`src/rtl/spst_pkg.sv`:
```
// constants, types and register layout for the scaler power, status and task control bank
package spst_pkg;

    // register subaddresses on the control-bus register port
    localparam logic [7:0] SPST_ADDR_POWER  = 8'h88;
    localparam logic [7:0] SPST_ADDR_STATUS = 8'h8F;
    localparam logic [7:0] SPST_ADDR_TASK_A = 8'h90;
    localparam logic [7:0] SPST_ADDR_TASK_B = 8'hC0;

    // reset values
    localparam logic [7:0] SPST_POWER_RESET = 8'h00;
    localparam logic [7:0] SPST_TASK_RESET  = 8'h00;
    localparam logic [7:0] SPST_RDATA_IDLE  = 8'h00;

    // power control field positions
    localparam int SPST_PWR_DECODER_SLEEP = 0;
    localparam int SPST_PWR_SCALER_SLEEP  = 1;
    localparam int SPST_PWR_AUDIO_PD      = 3;
    localparam int SPST_PWR_MARKER        = 4;
    localparam int SPST_PWR_SOFT_RESET    = 5;
    localparam int SPST_PWR_ADC_SEL_LO    = 6;
    localparam int SPST_ADC_SEL_W         = 2;

    // task handling control field positions
    localparam int SPST_TSK_POLARITY  = 7;
    localparam int SPST_TSK_FID_SEL   = 6;
    localparam int SPST_TSK_SKIP_LO   = 3;
    localparam int SPST_TSK_SKIP_W    = 3;
    localparam int SPST_TSK_TRIG_W    = 3;

    // synchroniser depth for pin inputs
    localparam int SPST_SYNC_STAGES = 2;

    typedef enum logic [1:0] {
        SPST_TS_IDLE = 2'b00,
        SPST_TS_SKIP = 2'b01,
        SPST_TS_RUN  = 2'b10
    } spst_task_state_t;

    // register port request from the control-bus slave
    typedef struct packed {
        logic [7:0] addr;
        logic [7:0] wdata;
        logic       wr;
        logic       rd;
    } spst_reg_req_t;

    // live flags from the scaler core
    typedef struct packed {
        logic fifo_almost_filled_flag;
        logic fifo_overflow_flag;
        logic formatter_error_flag;
        logic input_field_id;
    } spst_scaler_flags_t;

    typedef struct packed {
        logic [7:0]                    power;
        logic [7:0]                    task_a;
        logic [7:0]                    task_b;
        logic [7:0]                    rdata;
        logic [SPST_SYNC_STAGES-1:0]   xside_tristate_pin_sync;
        logic [SPST_SYNC_STAGES-1:0]   image_out_tristate_pin_sync;
        spst_task_state_t              tstate;
        logic                          active_b;
        logic [SPST_TSK_SKIP_W-1:0]    skip_cnt;
        logic                          toggle;
        logic                          start;
        logic                          out_fid;
        logic                          sav_bit7;
    } spst_state_t;

endpackage : spst_pkg

```
`src/rtl/spst_ctrl.sv`:
```
// power-down controls, live scaler status byte and task field-id / field-skip handling
//
// How it works
// - decoder sleep powers down decoder; scaler runs only with X port input and clock.
// - scaler sleep powers down scaler and stops all image port output.
// - audio power-down bit stops audio clock generation and disables its output.
// - status byte is read-only, sampled live at each read; only pin bits 7 and 6 pass a two-stage synchroniser.
// - status bits 7 and 6 report the two tristate input pin levels.
// - status bit 5 is fifo almost filled, bit 4 is fifo overflow.
// - status bit 3 mirrors the programmed marker bit.
// - status bit 2 is the output formatter error flag.
// - status bit 1 is input field id, bit 0 output field id.
// - field id select 0 passes input field id; 1 passes toggling task flag.
// - polarity 0 drives SAV/EAV bit 7 and task flag high; 1 low.
// - field skip value delays task start by 0 to 7 fields.
// - programmed marker is 0 after reset; software sets it after programming.
// - soft reset bit 0 idles the scaler path; 1 runs it.
`timescale 1ns/10ps
module spst_ctrl
    import spst_pkg::*;
(
    input  wire logic               core_clk,
    input  wire logic               rst_n,
    input  wire spst_reg_req_t      reg_req,
    output logic [7:0]              reg_rdata,
    input  wire logic               xside_tristate_pin,
    input  wire logic               image_out_tristate_pin,
    input  wire spst_scaler_flags_t scaler_flags,
    input  wire logic               scaler_src_xport,
    input  wire logic               image_port_clock_xport,
    input  wire logic               field_pulse,
    input  wire logic               task_activate,
    input  wire logic               task_select_b,
    input  wire logic               task_done,
    output logic                    decoder_powerdown,
    output logic                    scaler_powerdown,
    output logic                    scaler_run,
    output logic                    image_out_enable,
    output logic                    audio_clk_powerdown,
    output logic                    audio_clk_out_en,
    output logic [SPST_ADC_SEL_W-1:0] adc_port_select,
    output logic                    task_start,
    output logic                    task_busy,
    output logic                    output_field_id,
    output logic                    sav_eav_bit7,
    output logic                    task_flag
);

    spst_state_t st;
    spst_state_t next_st;
    logic [7:0]  status_live;
    logic [7:0]  sel_task;
    logic [7:0]  new_task;
    logic        decoder_sleep;
    logic        scaler_sleep;
    logic        programmed_marker;
    logic        soft_run;

    assign decoder_sleep     = st.power[SPST_PWR_DECODER_SLEEP];
    assign scaler_sleep      = st.power[SPST_PWR_SCALER_SLEEP];
    assign programmed_marker = st.power[SPST_PWR_MARKER];
    assign soft_run          = st.power[SPST_PWR_SOFT_RESET];

    assign decoder_powerdown   = decoder_sleep;
    assign scaler_powerdown    = scaler_sleep;
    // with the decoder asleep only an X port fed, X port clocked scaler has data and clock
    assign scaler_run          = soft_run && !scaler_sleep
                                 && (!decoder_sleep
                                     || (scaler_src_xport && image_port_clock_xport));
    assign image_out_enable    = scaler_run;
    assign audio_clk_powerdown = st.power[SPST_PWR_AUDIO_PD];
    assign audio_clk_out_en    = !st.power[SPST_PWR_AUDIO_PD];
    assign adc_port_select     = st.power[SPST_PWR_ADC_SEL_LO +: SPST_ADC_SEL_W];

    assign reg_rdata       = st.rdata;
    assign task_start      = st.start;
    assign task_busy       = (st.tstate != SPST_TS_IDLE);
    assign output_field_id = st.out_fid;
    assign sav_eav_bit7    = st.sav_bit7;
    assign task_flag       = st.sav_bit7;

    // status byte is assembled from live flags, no capture stage of its own
    always_comb begin
        status_live = {st.xside_tristate_pin_sync[SPST_SYNC_STAGES-1],
                       st.image_out_tristate_pin_sync[SPST_SYNC_STAGES-1],
                       scaler_flags.fifo_almost_filled_flag,
                       scaler_flags.fifo_overflow_flag,
                       programmed_marker,
                       scaler_flags.formatter_error_flag,
                       scaler_flags.input_field_id,
                       st.out_fid};
    end

    always_comb begin
        next_st = st;
        sel_task = 8'h00;
        new_task = 8'h00;
        next_st.start = 1'b0;
        // pin levels come from outside the clock domain; only the second stage is ever read
        next_st.xside_tristate_pin_sync = {st.xside_tristate_pin_sync[SPST_SYNC_STAGES-2:0], xside_tristate_pin};
        next_st.image_out_tristate_pin_sync = {st.image_out_tristate_pin_sync[SPST_SYNC_STAGES-2:0], image_out_tristate_pin};

        // register writes; the status address and unmapped addresses fall through
        if (reg_req.wr) begin
            case (reg_req.addr)
                SPST_ADDR_POWER:  next_st.power  = reg_req.wdata;
                SPST_ADDR_TASK_A: next_st.task_a = reg_req.wdata;
                SPST_ADDR_TASK_B: next_st.task_b = reg_req.wdata;
                default:          next_st.power  = st.power;
            endcase
        end

        if (reg_req.rd) begin
            case (reg_req.addr)
                SPST_ADDR_POWER:  next_st.rdata = st.power;
                SPST_ADDR_STATUS: next_st.rdata = status_live;
                SPST_ADDR_TASK_A: next_st.rdata = st.task_a;
                SPST_ADDR_TASK_B: next_st.rdata = st.task_b;
                default:          next_st.rdata = SPST_RDATA_IDLE;
            endcase
        end

        // activation is decoded only while idle, so a request made while busy is dropped
        new_task = task_select_b ? st.task_b : st.task_a;

        case (st.tstate)
            SPST_TS_IDLE: begin
                if (task_activate) begin
                    next_st.active_b = task_select_b;
                    if (new_task[SPST_TSK_SKIP_LO +: SPST_TSK_SKIP_W] == 3'h0) begin
                        next_st.tstate = SPST_TS_RUN;
                        next_st.start  = 1'b1;
                        next_st.toggle = !st.toggle;
                    end else begin
                        next_st.tstate   = SPST_TS_SKIP;
                        next_st.skip_cnt = new_task[SPST_TSK_SKIP_LO +: SPST_TSK_SKIP_W];
                    end
                end
            end
            SPST_TS_SKIP: begin
                if (field_pulse) begin
                    if (st.skip_cnt == 3'h1) begin
                        next_st.tstate   = SPST_TS_RUN;
                        next_st.start    = 1'b1;
                        next_st.toggle   = !st.toggle;
                        next_st.skip_cnt = 3'h0;
                    end else begin
                        next_st.skip_cnt = st.skip_cnt - 3'h1;
                    end
                end
            end
            SPST_TS_RUN: begin
                if (task_done) begin
                    next_st.tstate = SPST_TS_IDLE;
                end
            end
            default: next_st.tstate = SPST_TS_IDLE;
        endcase

        // soft reset takes priority: a pending skip or running task is dropped
        if (!soft_run) begin
            next_st.tstate   = SPST_TS_IDLE;
            next_st.skip_cnt = 3'h0;
            next_st.start    = 1'b0;
            next_st.toggle   = st.toggle;
        end

        sel_task = next_st.active_b ? next_st.task_b : next_st.task_a;
        next_st.out_fid  = sel_task[SPST_TSK_FID_SEL] ? next_st.toggle
                                                      : scaler_flags.input_field_id;
        next_st.sav_bit7 = !sel_task[SPST_TSK_POLARITY];
    end

    always_ff @(posedge core_clk or negedge rst_n) begin
        if (!rst_n) begin
            st          <= '0;
            st.power    <= SPST_POWER_RESET;
            st.task_a   <= SPST_TASK_RESET;
            st.task_b   <= SPST_TASK_RESET;
            st.rdata    <= SPST_RDATA_IDLE;
            st.tstate   <= SPST_TS_IDLE;
            st.sav_bit7 <= 1'b1;
        end else begin
            st <= next_st;
        end
    end

    // checks
    a_status_write_ignored: assert property (@(posedge core_clk) disable iff (!rst_n)
        (reg_req.wr && reg_req.addr == SPST_ADDR_STATUS && !reg_req.rd)
        |=> ($stable(st.power) && $stable(st.task_a) && $stable(st.task_b)))
        else $error("status write changed a register");

    a_status_read_live: assert property (@(posedge core_clk) disable iff (!rst_n)
        (reg_req.rd && reg_req.addr == SPST_ADDR_STATUS) |=> reg_rdata == $past(status_live))
        else $error("status read not live");

    a_marker_copy: assert property (@(posedge core_clk) disable iff (!rst_n)
        (reg_req.rd && reg_req.addr == SPST_ADDR_STATUS && !reg_req.wr)
        |=> reg_rdata[SPST_PWR_MARKER - 1] == programmed_marker)
        else $error("marker copy mismatch");

    a_pin_flag_sync: assert property (@(posedge core_clk) disable iff (!rst_n)
        (reg_req.rd && reg_req.addr == SPST_ADDR_STATUS) ##1 $past(rst_n, 3)
        |-> reg_rdata[7] == $past(xside_tristate_pin, 3))
        else $error("pin flag not two-stage synchronised");

    a_decoder_sleep_write: assert property (@(posedge core_clk) disable iff (!rst_n)
        (reg_req.wr && reg_req.addr == SPST_ADDR_POWER)
        |=> decoder_powerdown == $past(reg_req.wdata[SPST_PWR_DECODER_SLEEP]))
        else $error("decoder sleep not applied");

    a_scaler_sleep_out: assert property (@(posedge core_clk) disable iff (!rst_n)
        scaler_powerdown |-> !image_out_enable && !scaler_run)
        else $error("image output active while scaler asleep");

    a_audio_pd_out: assert property (@(posedge core_clk) disable iff (!rst_n)
        audio_clk_powerdown |-> !audio_clk_out_en)
        else $error("audio output enabled in power-down");

    a_skip_zero_direct: assert property (@(posedge core_clk) disable iff (!rst_n)
        (st.tstate == SPST_TS_IDLE && task_activate && soft_run
         && new_task[SPST_TSK_SKIP_LO +: SPST_TSK_SKIP_W] == 3'h0) |=> task_start)
        else $error("zero skip did not start at once");

    a_skip_last_field: assert property (@(posedge core_clk) disable iff (!rst_n)
        (st.tstate == SPST_TS_SKIP && field_pulse && st.skip_cnt == 3'h1 && soft_run)
        |=> task_start ##1 !task_start)
        else $error("task not started after last skipped field");

    a_toggle_on_start: assert property (@(posedge core_clk) disable iff (!rst_n)
        $rose(task_start) |-> st.toggle != $past(st.toggle))
        else $error("task flag did not toggle");

    a_polarity_bit7: assert property (@(posedge core_clk) disable iff (!rst_n)
        task_start |-> sav_eav_bit7
            == !(st.active_b ? st.task_b[SPST_TSK_POLARITY] : st.task_a[SPST_TSK_POLARITY]))
        else $error("SAV/EAV bit 7 polarity wrong");

    a_soft_reset_idle: assert property (@(posedge core_clk) disable iff (!rst_n)
        !soft_run |=> !task_busy && !task_start)
        else $error("task engine active in soft reset");

    // register port: status flags must reach the read data live, the pin bits through the two-stage synchroniser
    a_image_out_tristate_pin_flag_sync: assert property (@(posedge core_clk) disable iff (!rst_n)
        (reg_req.rd && reg_req.addr == SPST_ADDR_STATUS) ##1 $past(rst_n, 3)
        |-> reg_rdata[6] == $past(image_out_tristate_pin, 3))
        else $error("second pin flag not two-stage synchronised");

    a_fifo_flags_live: assert property (@(posedge core_clk) disable iff (!rst_n)
        (reg_req.rd && reg_req.addr == SPST_ADDR_STATUS)
        |=> reg_rdata[5:4] == $past(scaler_flags[3:2]))
        else $error("fifo flags not live in status");

    a_error_fid_live: assert property (@(posedge core_clk) disable iff (!rst_n)
        (reg_req.rd && reg_req.addr == SPST_ADDR_STATUS)
        |=> reg_rdata[2:1] == $past(scaler_flags[1:0]))
        else $error("error flag or input field id not live in status");

    a_rdata_holds: assert property (@(posedge core_clk) disable iff (!rst_n)
        !reg_req.rd |=> $stable(reg_rdata))
        else $error("read data changed without a read");

    a_audio_pd_write: assert property (@(posedge core_clk) disable iff (!rst_n)
        (reg_req.wr && reg_req.addr == SPST_ADDR_POWER)
        |=> audio_clk_out_en == !$past(reg_req.wdata[SPST_PWR_AUDIO_PD]))
        else $error("audio power-down not applied");

    a_sleep_needs_xport: assert property (@(posedge core_clk) disable iff (!rst_n)
        (decoder_powerdown && !(scaler_src_xport && image_port_clock_xport)) |-> !scaler_run)
        else $error("scaler runs without X port source while decoder asleep");

    // task engine: a request while busy must not reload the pending skip count
    a_busy_refused: assert property (@(posedge core_clk) disable iff (!rst_n)
        (st.tstate == SPST_TS_SKIP && task_activate && soft_run)
        |=> task_busy && st.skip_cnt == $past(st.skip_cnt) - {2'b00, $past(field_pulse)})
        else $error("activation while busy disturbed the skip count");

    a_start_single: assert property (@(posedge core_clk) disable iff (!rst_n)
        task_start |=> !task_start)
        else $error("task start longer than one cycle");

    a_fid_from_input: assert property (@(posedge core_clk) disable iff (!rst_n)
        (!reg_req.wr && !task_activate
         && !(st.active_b ? st.task_b[SPST_TSK_FID_SEL] : st.task_a[SPST_TSK_FID_SEL]))
        |=> output_field_id == $past(scaler_flags.input_field_id))
        else $error("output field id does not follow input field id");

    a_fid_from_toggle: assert property (@(posedge core_clk) disable iff (!rst_n)
        (!reg_req.wr && !task_activate
         && (st.active_b ? st.task_b[SPST_TSK_FID_SEL] : st.task_a[SPST_TSK_FID_SEL]))
        |=> output_field_id == st.toggle)
        else $error("output field id does not carry the task flag");

    c_direct_task: cover property (@(posedge core_clk) disable iff (!rst_n)
        task_activate && !task_busy ##1 task_start);
    c_skipped_task: cover property (@(posedge core_clk) disable iff (!rst_n)
        st.tstate == SPST_TS_SKIP ##1 field_pulse ##[1:20] task_start);
    c_status_read: cover property (@(posedge core_clk) disable iff (!rst_n)
        reg_req.rd && reg_req.addr == SPST_ADDR_STATUS && programmed_marker);
    c_refused_activate: cover property (@(posedge core_clk) disable iff (!rst_n)
        task_busy && task_activate);
    c_soft_reset_drop: cover property (@(posedge core_clk) disable iff (!rst_n)
        task_busy && !soft_run);

endmodule : spst_ctrl

```
`config.mk`:
```
export PLATFORM = sky130hd
export DESIGN_NAME = spst_ctrl
export DESIGN_NICKNAME = d
export VERILOG_FILES = /design/src/rtl/spst_pkg.sv /design/src/rtl/spst_ctrl.sv
export SDC_FILE = /design/constraint.sdc
export NUM_CORES = 1
export LEC_CHECK = 0
export ABC_AREA = 1
export BUFFER_PORTS_ARGS = -buffer_cell sky130_fd_sc_hd__buf_4
export CAP_MARGIN = 20
export CORE_MARGIN = 4
export CORE_UTILIZATION = 60
export CTS_BUF_LIST = sky130_fd_sc_hd__clkbuf_4 sky130_fd_sc_hd__clkbuf_8
export DETAILED_ROUTE_END_ITERATION = 16
export PLACE_DENSITY_LB_ADDON = 0.1
export SYNTH_ARGS = -nofsm -noshare
export SYNTH_HDL_FRONTEND = slang
export SYNTH_SLANG_ARGS = --single-unit
export TNS_END_PERCENT = 30
```
`constraint.sdc`:
```
create_clock -name core_clk -period 2.15 [get_ports core_clk]
set_input_delay 0.43 -clock core_clk [delete_from_list [all_inputs] [get_ports core_clk]]
set_output_delay 0.43 -clock core_clk [all_outputs]
set_load 0.01 [all_outputs]
```
==> results_dict.tcl <==
set metrics [dict create \
    swShare_pct 34.0 \
    seq_power_share_pct 47.2 \
    cts_buffers 5 \
    rr_worst_depth 12 \
    synth-seq-cells 46 \
    min_period_ps 1870 \
    crit_arrival_ps 1440 \
    rr_startpoint "st[5]$_DFFE_PN0P_" \
    initial_core_util_pct 63.9 \
    cts_buffer_depth 2 \
    timing.rr.end "output_field_id$_DFF_PN0_" \
    hp-class "primary input to asynchronous set/reset pin" \
    synthCells 303 \
    drcViolationCount 0 \
    drive_gt1_share_pct 23.3 \
    clk_latency_ps 300 \
    portBuffers 52 \
    ios 53 \
    std_cell_rows 22 \
    antenna_found_initial 0 \
    timing.fmax_mhz 534 \
    track_usage_pct 23.2 \
    yosys.area.top_type "dfrtp_1" \
    drt-wirelength-per-cell_um 13.6 \
    worst_setup_path_end_kind "primary output" \
    cts_hold_buf 0 \
    crit_path_cell_trace "inv_1, nor3_1, buf_4" \
    antenna_left 0 \
    ys.flop_type "dfrtp_1" \
    ys_types 34 \
    maxSlewViolCount 0 \
    via_count 2100 \
    htreeDepth 2 \
    power_density_nw_per_um2 804 \
    area_delta_synth_final_pct 17.9 \
    die_w_um 71.1 \
    worst_pin_slew_ps 551 \
    p_clk_share_pct 23.1 \
    p_int_uw 1500 \
    rsz0062_at_grt "no" \
    async_flop_share_pct 100 \
    fin_nets 380 \
    finalClockSkew_ps 5.75 \
    die_y_um 71.1 \
    numPlacedInstances 387 \
    crit_slowest_cell "dfrtp_1" \
    synth_warnings 0 \
    cts_resized 0 \
    diodes 0 \
    grt_max_degree 47 \
    grt_pass1_wl_um 9230 \
    grt_pass1_vias 2025 \
    r2r_setup_slack_ps 540 \
    yosysMostFrequentCell "nand2_1" \
    synth_area_um2 2390 \
    holdWs_ps 111 \
    cts_tree "done" \
    crit_fanout 8 \
    dp_hpwl_um 4090 \
    synth-edff-count 0 \
    tns_ps 0 \
    critPathRequiredTime_ps 1720 \
    clk_pin_slew_ps 80 \
    critPathKind "flop to primary output" \
    p_leak_uw 0.00154 \
    critPathLaunch "soft_run$_DFFE_PN0P_" \
    yosysTopAreaCellShare_pct 47.1 \
    synthTopCellsByCount "nand2_1, dfrtp_1, inv_1, o21ai_0, nand3_1" \
    post_cts_buffers 0 \
    comb_power_share_pct 29.8 \
    routed_wl_um 5390 \
    synth.avg_cell_area_um2 7.89 \
    drt_iter0_markers 152 \
    synth_fp_nets 337 \
    clkSinkCount 46 \
    gr-total-overflow 0 \
    core_region_area_um2 3740 \
    cp-start-kind "flop" \
    critPathMaxStageDelay_ps 490 \
    synth_area_leaders "dfrtp_1, nand2_1, inv_1" \
    ir_drop_uv 494 \
    dr.pass1.iters 4 \
    design.die.area_um2 5060 \
    vias_per_cell 5.32 \
    maxCapViolCount 0 \
    setup_violations 0 \
    hold_viol_final 0 \
    fin_cells 395 \
    switchingPower_uw 771 \
    min_period_over_period_pct 87.1 \
    cts-root-buf "clkbuf_8" \
    synth_seq_area_share_pct 48.2 \
    routabilityCongestion 0.872 \
    slew_headroom_pct 63.3 \
    status "completed" \
]
cells by family (layout without fill, tap and decap cells):
group / after synthesis / count (layout) / share of synthesized area, %
mux: 1 / 1 / 0.419
compound gates: 56 / 56 / 13.2
xor+xnor: 1 / 1 / 0.366
buf+inv: 59 / 103 / 11.5
fa+ha+maj: 2 / 2 / 1.05
flops: 46 / 46 / 48.2
simple gates: 138 / 138 / 25.3
layer usage:
layer  part of all wire [%]  track usage (%)  vias up
met5                      0                0        -
met4                   0.89             7.10        0
met2                     49             36.8       74
met3                    7.4             6.53        5
li1                       -                -     1047
met1                     43             31.1      974
worst max-delay path: cells and delay by family (launching register included):
kind	cells	cell delay [ps]
DFF	1	490
buffers and inverters	2	390
and+or+nand+nor	1	270
worst max-delay path by stage:
| stage | end | slack (ps) |
|---|---|---|
| after floorplan | scaler_run | 610 |
| after global placement | audio_clk_powerdown$_DFFE_PN0P_ | 500 |
| after detailed placement | adc_port_select[0]$_DFFE_PN0P_ | 460 |
| after CTS | scaler_run | 270 |
| after global routing | scaler_run | 150 |
| final | scaler_run | 280 |
per-stage QoR:
step	power, uW	util, %	cell area, um2	setup slack [ps]
after floorplan	1520	-	2390	606
after global placement	1730	72.9	2730	501
after detailed placement	1760	72.9	2730	461
after CTS	2280	75.3	2820	275
after global routing	2430	75.3	2820	151
final	2270	75.3	2820	278
final cells by class:
type                       count  area, um2
clock inverter                 3       21.3
fill                         298        925
inverter                      43        161
tap                           48       60.1
sequential                    46       1150
clock buffer                   5       68.8
multi-input combinational    198        965
timing repair buffer          52        390
power groups by stage:
stage	logic [uW]	registers (uW)	clock network, uW
floorplan	448	1070	0
global placement	653	1080	0
detailed placement	670	1090	0
CTS	677	1070	531
global route	772	1080	573
finish	674	1070	522
cells in the final DEF, fill, tap and decap left out:
cell type and instances:
a21boi_1 1, a21oi_1 2, and2_1 2, buf_4 52
clkbuf_8 5, clkinv_2 1, clkinv_4 1, clkinvlp_4 1
dfrtp_1 45, dfstp_2 1, ha_1 2, inv_1 36
inv_2 7, mux2i_1 1, nand2_1 92, nand2_2 6
nand3_1 15, nand3_2 1, nand4_1 2, nor2_1 12
nor2_2 1, nor2_4 2, nor3_1 1, nor3b_1 1
nor3b_2 1, o211ai_2 1, o21a_1 1, o21ai_0 24
o21ai_1 14, o21ai_2 1, o221ai_1 1, o22ai_1 10
o311ai_1 1, or2_1 1, or3_1 1, xnor2_1 1
Note: power is estimated with default switching activity, not from simulation.
